### config.mk
export PLATFORM = sky130hd
export DESIGN_NAME = cbc_cycle_ctrl
export DESIGN_NICKNAME = d
export VERILOG_FILES = /design/src/cbc_cycle_ctrl.v /design/src/cbc_sync_pulse.v
export VERILOG_INCLUDE_DIRS = /design/src /design/src/src
export SDC_FILE = /design/constraint.sdc
export NUM_CORES = 1
export LEC_CHECK = 0
export ABC_AREA = 1
export BUFFER_PORTS_ARGS = -buffer_cell sky130_fd_sc_hd__buf_2
export CORE_MARGIN = 3
export CORE_UTILIZATION = 40
export DETAILED_ROUTE_END_ITERATION = 6
export PLACE_DENSITY_LB_ADDON = 0.12
export SLEW_MARGIN = 25
export SYNTH_ARGS = -nofsm -noshare
export SYNTH_HDL_FRONTEND = slang
export SYNTH_HIERARCHICAL = 1
export SYNTH_SLANG_ARGS = --single-unit
### constraint.sdc
create_clock -name mclk_i -period 2.3 [get_ports mclk_i]
set_input_delay 0.345 -clock mclk_i [delete_from_list [all_inputs] [get_ports mclk_i]]
set_output_delay 0.345 -clock mclk_i [all_outputs]
set_load 0.03 [all_outputs]
### src/cbc_map.vh
`ifndef CBC_MAP_VH
`define CBC_MAP_VH
// Decoded processor status (active-low pair: {s1_n, s0_n})
`define CBC_ST_HALT      2'b00
`define CBC_ST_WRITE     2'b01
`define CBC_ST_READ      2'b10
`define CBC_ST_IDLE      2'b11
// Time-out default, in processor clocks
`define CBC_TOUT_DEF     8'h40
`define CBC_TOUT_W       8
// Expansion-bus state machine clock divide (bus clock = mclk / 2)
`define CBC_BDIV_W       1
`endif

### src/cbc_cycle_ctrl.v
// What this block does
// - Pull ready low when channel ready, or time-out
// - Otherwise ready is input, never driven
// - Decode status pair into cycle type
// - Memory/IO select picks memory or I/O strobes
// - Request hold for DMA, master, refresh
// - Float all commands while hold acknowledged
// - Byte-high in on CPU, out on DMA
// - Drive active-high non-maskable interrupt
// - Internal address latch each cycle, not halt
// - Wait while channel not ready
// - Channel check raises interrupt if enabled
// - Parity error raises interrupt if enabled
// - Bus address latch on bus clock
// - Upper address latch enable, active low
// - Grant out after processor gives bus
// - ROM cycles suppress parity checking
// - Zero-wait request ends bus cycle now
`include "cbc_map.vh"
module cbc_cycle_ctrl (
    input  wire                  mclk_i,
    input  wire                  rst_n_i,
    input  wire                  s0_n_i,
    input  wire                  s1_n_i,
    input  wire                  mem_io_sel_i,
    input  wire                  addr0_i,
    input  wire                  periph_addr0_i,
    input  wire                  channel_ready_i,
    input  wire                  zero_wait_request_n_i,
    input  wire                  channel_check_n_i,
    input  wire                  parity_error_in_n_i,
    input  wire                  rom_select_in_n_i,
    input  wire                  hold_request_in_i,
    input  wire                  refresh_req_i,
    input  wire                  dma8_addr_enable_n_i,
    input  wire                  dma16_addr_enable_n_i,
    input  wire                  hlda_i,
    input  wire                  chk_nmi_en_i,
    input  wire                  par_nmi_en_i,
    input  wire                  nmi_clear_i,
    input  wire [`CBC_TOUT_W-1:0] timeout_clks_i,
    input  wire                  ready_n_i,
    output wire                  ready_n_o,
    output wire                  ready_n_oe_n_o,
    input  wire                  byte_high_enable_n_i,
    output reg                   byte_high_enable_n_o,
    output wire                  byte_high_enable_n_oe_n_o,
    output reg                   ior_n_o,
    output reg                   iow_n_o,
    output reg                   memr_n_o,
    output reg                   memw_n_o,
    output reg                   inta_n_o,
    output wire                  cmd_oe_n_o,
    output reg                   hold_o,
    output reg                   hold_grant_out_o,
    output reg                   nmi_o,
    output reg                   internal_addr_latch_enable_o,
    output reg                   bus_addr_latch_enable_o,
    output reg                   upper_addr_latch_enable_n_o,
    output reg                   cpu_high_byte_o,
    output reg                   cpu_cycle_o
);
    localparam ST_IDLE = 4'b0001;
    localparam ST_ADDR = 4'b0010;
    localparam ST_CMD  = 4'b0100;
    localparam ST_END  = 4'b1000;

    reg  [3:0]             state_q;
    reg  [3:0]             state_d;
    reg  [1:0]             type_q;
    reg                    mem_q;
    reg  [`CBC_TOUT_W-1:0] tout_q;
    reg                    bclk_q;
    reg                    rdy_drv_q;
    reg                    ior_d;
    reg                    iow_d;
    reg                    memr_d;
    reg                    memw_d;
    reg                    inta_d;
    wire [1:0]             st_w;
    wire                   bus_owned;
    wire                   dma_active;
    wire                   chk_fall;
    wire                   par_fall;
    wire                   tout_hit;
    wire                   start_w;
    wire                   latch_w;
    wire                   cmd_w;
    wire                   ends_w;

    // Encodes the active-low status pair to a cycle type
    function [1:0] cbc_decode;
        input s1_n;
        input s0_n;
        begin
            cbc_decode = {s1_n, s0_n};
        end
    endfunction

    // Status 00 is a halt in memory space, an interrupt acknowledge in I/O space
    function cbc_is_halt;
        input [1:0] st;
        input       mio;
        begin
            cbc_is_halt = (st == `CBC_ST_HALT) && mio;
        end
    endfunction

    // One command strobe, low while the command phase matches its space and type
    function cbc_strobe_n;
        input       in_cmd;
        input       mem;
        input [1:0] st;
        input       want_mem;
        input [1:0] want_st;
        begin
            cbc_strobe_n = !(in_cmd && (mem == want_mem) && (st == want_st));
        end
    endfunction

    assign st_w       = cbc_decode(s1_n_i, s0_n_i);
    assign bus_owned  = hold_grant_out_o;
    assign dma_active = ~dma8_addr_enable_n_i | ~dma16_addr_enable_n_i;
    assign tout_hit   = (tout_q == timeout_clks_i) && (timeout_clks_i != 8'h00);
    assign start_w    = (state_q == ST_IDLE) && (state_d == ST_ADDR);
    // Halt cycles get no latch pulse
    assign latch_w    = (state_d == ST_ADDR) && !cbc_is_halt(st_w, mem_io_sel_i);
    assign cmd_w      = (state_d == ST_CMD);
    assign ends_w     = (state_q == ST_CMD) && (state_d == ST_END);

    cbc_sync_pulse u_chk (
        .mclk_i  (mclk_i),
        .rst_n_i (rst_n_i),
        .lvl_n_i (channel_check_n_i),
        .fall_o  (chk_fall)
    );

    // ROM cycles mask the parity input before it can reach the interrupt
    cbc_sync_pulse u_par (
        .mclk_i  (mclk_i),
        .rst_n_i (rst_n_i),
        .lvl_n_i (parity_error_in_n_i | ~rom_select_in_n_i),
        .fall_o  (par_fall)
    );

    always @* begin
        state_d = state_q;
        case (state_q)
            ST_IDLE: begin
                if (!bus_owned && st_w != `CBC_ST_IDLE)
                    state_d = ST_ADDR;
            end
            ST_ADDR: begin
                if (cbc_is_halt(type_q, mem_q))
                    state_d = ST_END;
                else
                    state_d = ST_CMD;
            end
            ST_CMD: begin
                // Zero-wait ends at once; otherwise wait for channel ready
                if (!zero_wait_request_n_i || channel_ready_i || tout_hit)
                    state_d = ST_END;
            end
            ST_END: begin
                state_d = ST_IDLE;
            end
            default: begin
                state_d = ST_IDLE;
            end
        endcase
    end

    always @(posedge mclk_i or negedge rst_n_i) begin
        if (!rst_n_i) begin
            state_q <= ST_IDLE;
            type_q  <= `CBC_ST_IDLE;
            mem_q   <= 1'b0;
            bclk_q  <= 1'b0;
        end else begin
            state_q <= state_d;
            bclk_q  <= ~bclk_q;
            if (start_w) begin
                type_q <= st_w;
                mem_q  <= mem_io_sel_i;
            end
        end
    end

    // Count only in the command phase, so a stale count never ends a later cycle
    always @(posedge mclk_i or negedge rst_n_i) begin
        if (!rst_n_i)
            tout_q <= 8'h00;
        else if (state_q == ST_CMD)
            tout_q <= tout_q + 8'h01;
        else
            tout_q <= 8'h00;
    end

    always @(posedge mclk_i or negedge rst_n_i) begin
        if (!rst_n_i) begin
            internal_addr_latch_enable_o <= 1'b0;
            bus_addr_latch_enable_o      <= 1'b0;
            upper_addr_latch_enable_n_o  <= 1'b1;
        end else begin
            internal_addr_latch_enable_o <= latch_w;
            // Bus latch follows the bus-clock phase, so it may skip a cycle
            bus_addr_latch_enable_o      <= latch_w && !bclk_q;
            upper_addr_latch_enable_n_o  <= !latch_w;
        end
    end

    // Drive ready low only for the cycle this block terminates
    always @(posedge mclk_i or negedge rst_n_i) begin
        if (!rst_n_i)
            rdy_drv_q <= 1'b0;
        else
            rdy_drv_q <= ends_w && ((channel_ready_i && zero_wait_request_n_i) || tout_hit);
    end

    always @(posedge mclk_i or negedge rst_n_i) begin
        if (!rst_n_i) begin
            cpu_high_byte_o <= 1'b0;
            cpu_cycle_o     <= 1'b0;
        end else if (state_q == ST_ADDR) begin
            cpu_high_byte_o <= ~byte_high_enable_n_i & ~addr0_i;
            cpu_cycle_o     <= 1'b1;
        end else if (state_q == ST_IDLE) begin
            cpu_cycle_o <= 1'b0;
        end
    end

    assign ready_n_o      = 1'b0;
    assign ready_n_oe_n_o = ~rdy_drv_q;

    always @* begin
        ior_d  = cbc_strobe_n(cmd_w, mem_q, type_q, 1'b0, `CBC_ST_READ);
        iow_d  = cbc_strobe_n(cmd_w, mem_q, type_q, 1'b0, `CBC_ST_WRITE);
        memr_d = cbc_strobe_n(cmd_w, mem_q, type_q, 1'b1, `CBC_ST_READ);
        memw_d = cbc_strobe_n(cmd_w, mem_q, type_q, 1'b1, `CBC_ST_WRITE);
        // Interrupt acknowledge: I/O space with halt-coded status
        inta_d = cbc_strobe_n(cmd_w, mem_q, type_q, 1'b0, `CBC_ST_HALT);
    end

    always @(posedge mclk_i or negedge rst_n_i) begin
        if (!rst_n_i) begin
            ior_n_o  <= 1'b1;
            iow_n_o  <= 1'b1;
            memr_n_o <= 1'b1;
            memw_n_o <= 1'b1;
            inta_n_o <= 1'b1;
        end else begin
            ior_n_o  <= ior_d;
            iow_n_o  <= iow_d;
            memr_n_o <= memr_d;
            memw_n_o <= memw_d;
            inta_n_o <= inta_d;
        end
    end

    assign cmd_oe_n_o = hlda_i;

    always @(posedge mclk_i or negedge rst_n_i) begin
        if (!rst_n_i) begin
            hold_o               <= 1'b0;
            hold_grant_out_o     <= 1'b0;
            byte_high_enable_n_o <= 1'b1;
        end else begin
            hold_o               <= hold_request_in_i | refresh_req_i;
            // Grant passes on only after the processor releases the bus
            hold_grant_out_o     <= hlda_i & hold_request_in_i;
            byte_high_enable_n_o <= periph_addr0_i;
        end
    end

    assign byte_high_enable_n_oe_n_o = ~(bus_owned & dma_active);

    // Set wins over software clear
    always @(posedge mclk_i or negedge rst_n_i) begin
        if (!rst_n_i)
            nmi_o <= 1'b0;
        else if ((chk_fall && chk_nmi_en_i) || (par_fall && par_nmi_en_i))
            nmi_o <= 1'b1;
        else if (nmi_clear_i)
            nmi_o <= 1'b0;
    end
endmodule // cbc_cycle_ctrl

### src/cbc_sync_pulse.v
module cbc_sync_pulse (
    input  wire mclk_i,
    input  wire rst_n_i,
    input  wire lvl_n_i,
    output wire fall_o
);
    reg s1_q;
    reg s2_q;
    reg s3_q;

    // Low-active level sampled twice, then edge-detected on the second stage
    always @(posedge mclk_i or negedge rst_n_i) begin
        if (!rst_n_i) begin
            s1_q <= 1'b1;
            s2_q <= 1'b1;
            s3_q <= 1'b1;
        end else begin
            s1_q <= lvl_n_i;
            s2_q <= s1_q;
            s3_q <= s2_q;
        end
    end

    assign fall_o = s3_q & ~s2_q;
endmodule // cbc_sync_pulse

==> reports/results.tsv <==
metric	value	unit
finalHoldViolations	0	
initial_core_util	42.8	%
cts.hold.buffers_added	0	
dp_hpwl	2110	um
chipWidth	69.5	um
regToRegStartpoint	tout_q[0]	
avgViaCountPerCell	4.37	
num_antenna_cells	0	
cp.required	2.47	ns
first_iter_violations	36	
routabilityCongestion	0.739	
rows	22	
p_leak	1.02	nW
ys_types	21	
firstDrtPassIters	4	
cts_made_buffers	5	
slew_headroom	48.4	%
cp.arrival	1.53	ns
synth-main-ff-cell	dfrtp_1	
clk_latency	0.28	ns
cp-end-kind	flop	
slew_violations	0	
max_freq	0.735	GHz
critPathLaunch	tout_q[0]	
period_needed	1.36	ns
syn_nets	217	
post-cts-setup-buffers	0	
io_buffer_count	45	
worstPathCellList	ha_1 > nand2_1 > nor3_1 > nand2_1 > o21ai_0 > a21oi_1	
cts-root-buf	clkbuf_8	
overflow	0	
rsz0062_at_grt	false	
cp_slowest_cell	dfrtp_1	
hold_path.class	in -> async	
drt-total-wl	2790	um
fin_setup_tns	0	ns
yosysMostFrequentCell	nand2_1	
power_density	930	mW/mm^2
area_delta_synth_final	24.2	%
clkTransAtPathRegs	0.07	ns
fin_skew	0.00429	ns
path_class	reg -> reg	
synth_edf_count	0	
dieHeight	69.5	um
netlist.area_leader.share	32.6	%
r2r_cells	6	
gr-usage-all-layers	13.5	%
fin_nets	267	
grt_pass1_vias	1246	
ys_warn_count	6	
final.period_utilization	59.2	%
core_area	0.00377	mm^2
cts_resized	0	
synth_seq_cells	37	
synth_area_leaders	dfrtp_1, dfstp_2, nand2_1, inv_1, nor2_1	
post_drt_wl_per_cell	9.79	um
r2r_slack	0.94	ns
grt_max_degree	38	
cts_buffer_depth	2	
drive_gt1_share	32.1	%
die_area	0.00483	mm^2
num_vias	1246	
cpMostUsedCell	nand2_1	
yosys.area.top_type	dfrtp_1	
cpPeakStageDelay	0.44	ns
fin_util	53.1	%
start_kind	flop	
synthTopCellsByCount	nand2_1, inv_1, dfrtp_1	
clkSinkCount	37	
avgSynthCellArea	8.67	um^2
status	finished, final reports clean	
largest_register_ffs	8	
setup_viol	0	
htree_num_levels	2	
tightest_slew	0.774	ns
drc_errors	0	
netlist_instances	186	
endpoint	tout_q[6]	
ant_nets	0	
synth.cell_area	0.00161	mm^2
top_register	tout_q	
cts_tree	yes	
ir_drop	0.000457	V
antenna_found_initial	0	
yosysSeqAreaShare	58.7	%
cp_max_fo	6	
grt_pass1_wl	5310	um
boundaryPins	48	
max_cap_viol_count	0	
r2r_end	tout_q[6]	
synthArstFlopShare	100	%
[through the flow]
stage               hold slack [ns]  power [mW]  instance area, um^2  std cells  worst slack, ns
floorplan                    0.0494        1.17                 1610        186             1.10
global route                  0.135        1.99                 2000        285            0.758
CTS                           0.142        1.89                 2000        285            0.929
finish                        0.136        1.86                 2000        285            0.939
global placement              0.346        1.30                 1880        277            0.964
detailed placement            0.349        1.31                 1880        277            0.944
[routing by layer]
metal,wire [um],vias up,global-route usage [%]
li1,-,663,-
met1,1280,542,16.7
met2,1280,36,21.5
met3,185,5,5.07
met4,45,0,4.56
met5,0,-,0
[worst min-delay path by stage]
stage | cells after the start | endpoint | slack, ns
after CTS | 1 | byte_high_enable_n_o | 0.14
after global placement | 0 | u_par/s2_q | 0.35
final | 1 | cbc_strobe_n.mem | 0.14
after detailed placement | 0 | u_par/s2_q | 0.35
after global routing | 1 | byte_high_enable_n_o | 0.13
after floorplan | 0 | bclk_q | 0.05
[layout by cell type (no fill, tap or decap), drive strengths merged]
| cell | synthesis | final |
|---|---|---|
| bufinv | 0 | 1 |
| nand3 | 11 | 11 |
| clkinvlp | 0 | 1 |
| a31oi | 1 | 1 |
| o21ai | 8 | 8 |
| buf | 2 | 45 |
| inv | 36 | 36 |
| o31ai | 1 | 1 |
| dfstp | 16 | 16 |
| nand2 | 56 | 56 |
| nor3 | 4 | 4 |
| a21oi | 6 | 6 |
| dfrtp | 21 | 21 |
| clkbuf | 0 | 6 |
| nor2 | 18 | 18 |
| or2 | 1 | 1 |
| a211oi | 1 | 1 |
| ha | 1 | 1 |
| nand4 | 1 | 1 |
| o211ai | 1 | 1 |
| conb | 1 | 1 |
[worst max-delay path: cells and delay by family (launching register included)]
family / cells / cell delay, ns
adders and majority gates: 1 / 0.22
DFF: 1 / 0.44
and+or+nand+nor: 3 / 0.38
AOI/OAI and AO/OA: 2 / 0.21
[logic make-up (layout without fill, tap and decap cells)]
kind of cell,after synthesis,in the layout,synth area share [%]
compound gates,18,18,7.06
fa+ha+maj,1,1,0.776
buf+inv,38,89,9.31
flops,37,37,58.6
other cells,1,1,0.233
simple gates,91,91,24.0
[where the power goes]
part	total [mW]	leakage [nW]	switching, mW	internal, mW
sequential	0.853	0.444	0.0657	0.788
combinational	0.434	0.520	0.300	0.135
clock	0.576	0.0574	0.223	0.352
total	1.86	1.02	0.589	1.27
[area by class of cell]
cell class / instances / area (um^2)
Clock inverter: 2 / 37.5
Fill cell: 358 / 1770
Inverter: 36 / 135
Tap cell: 48 / 60.1
Timing Repair Buffer: 45 / 225
Multi-Input combinational cell: 111 / 517
Sequential cell: 37 / 946
Clock buffer: 6 / 82.6
Power figures use the tool's default switching activity.
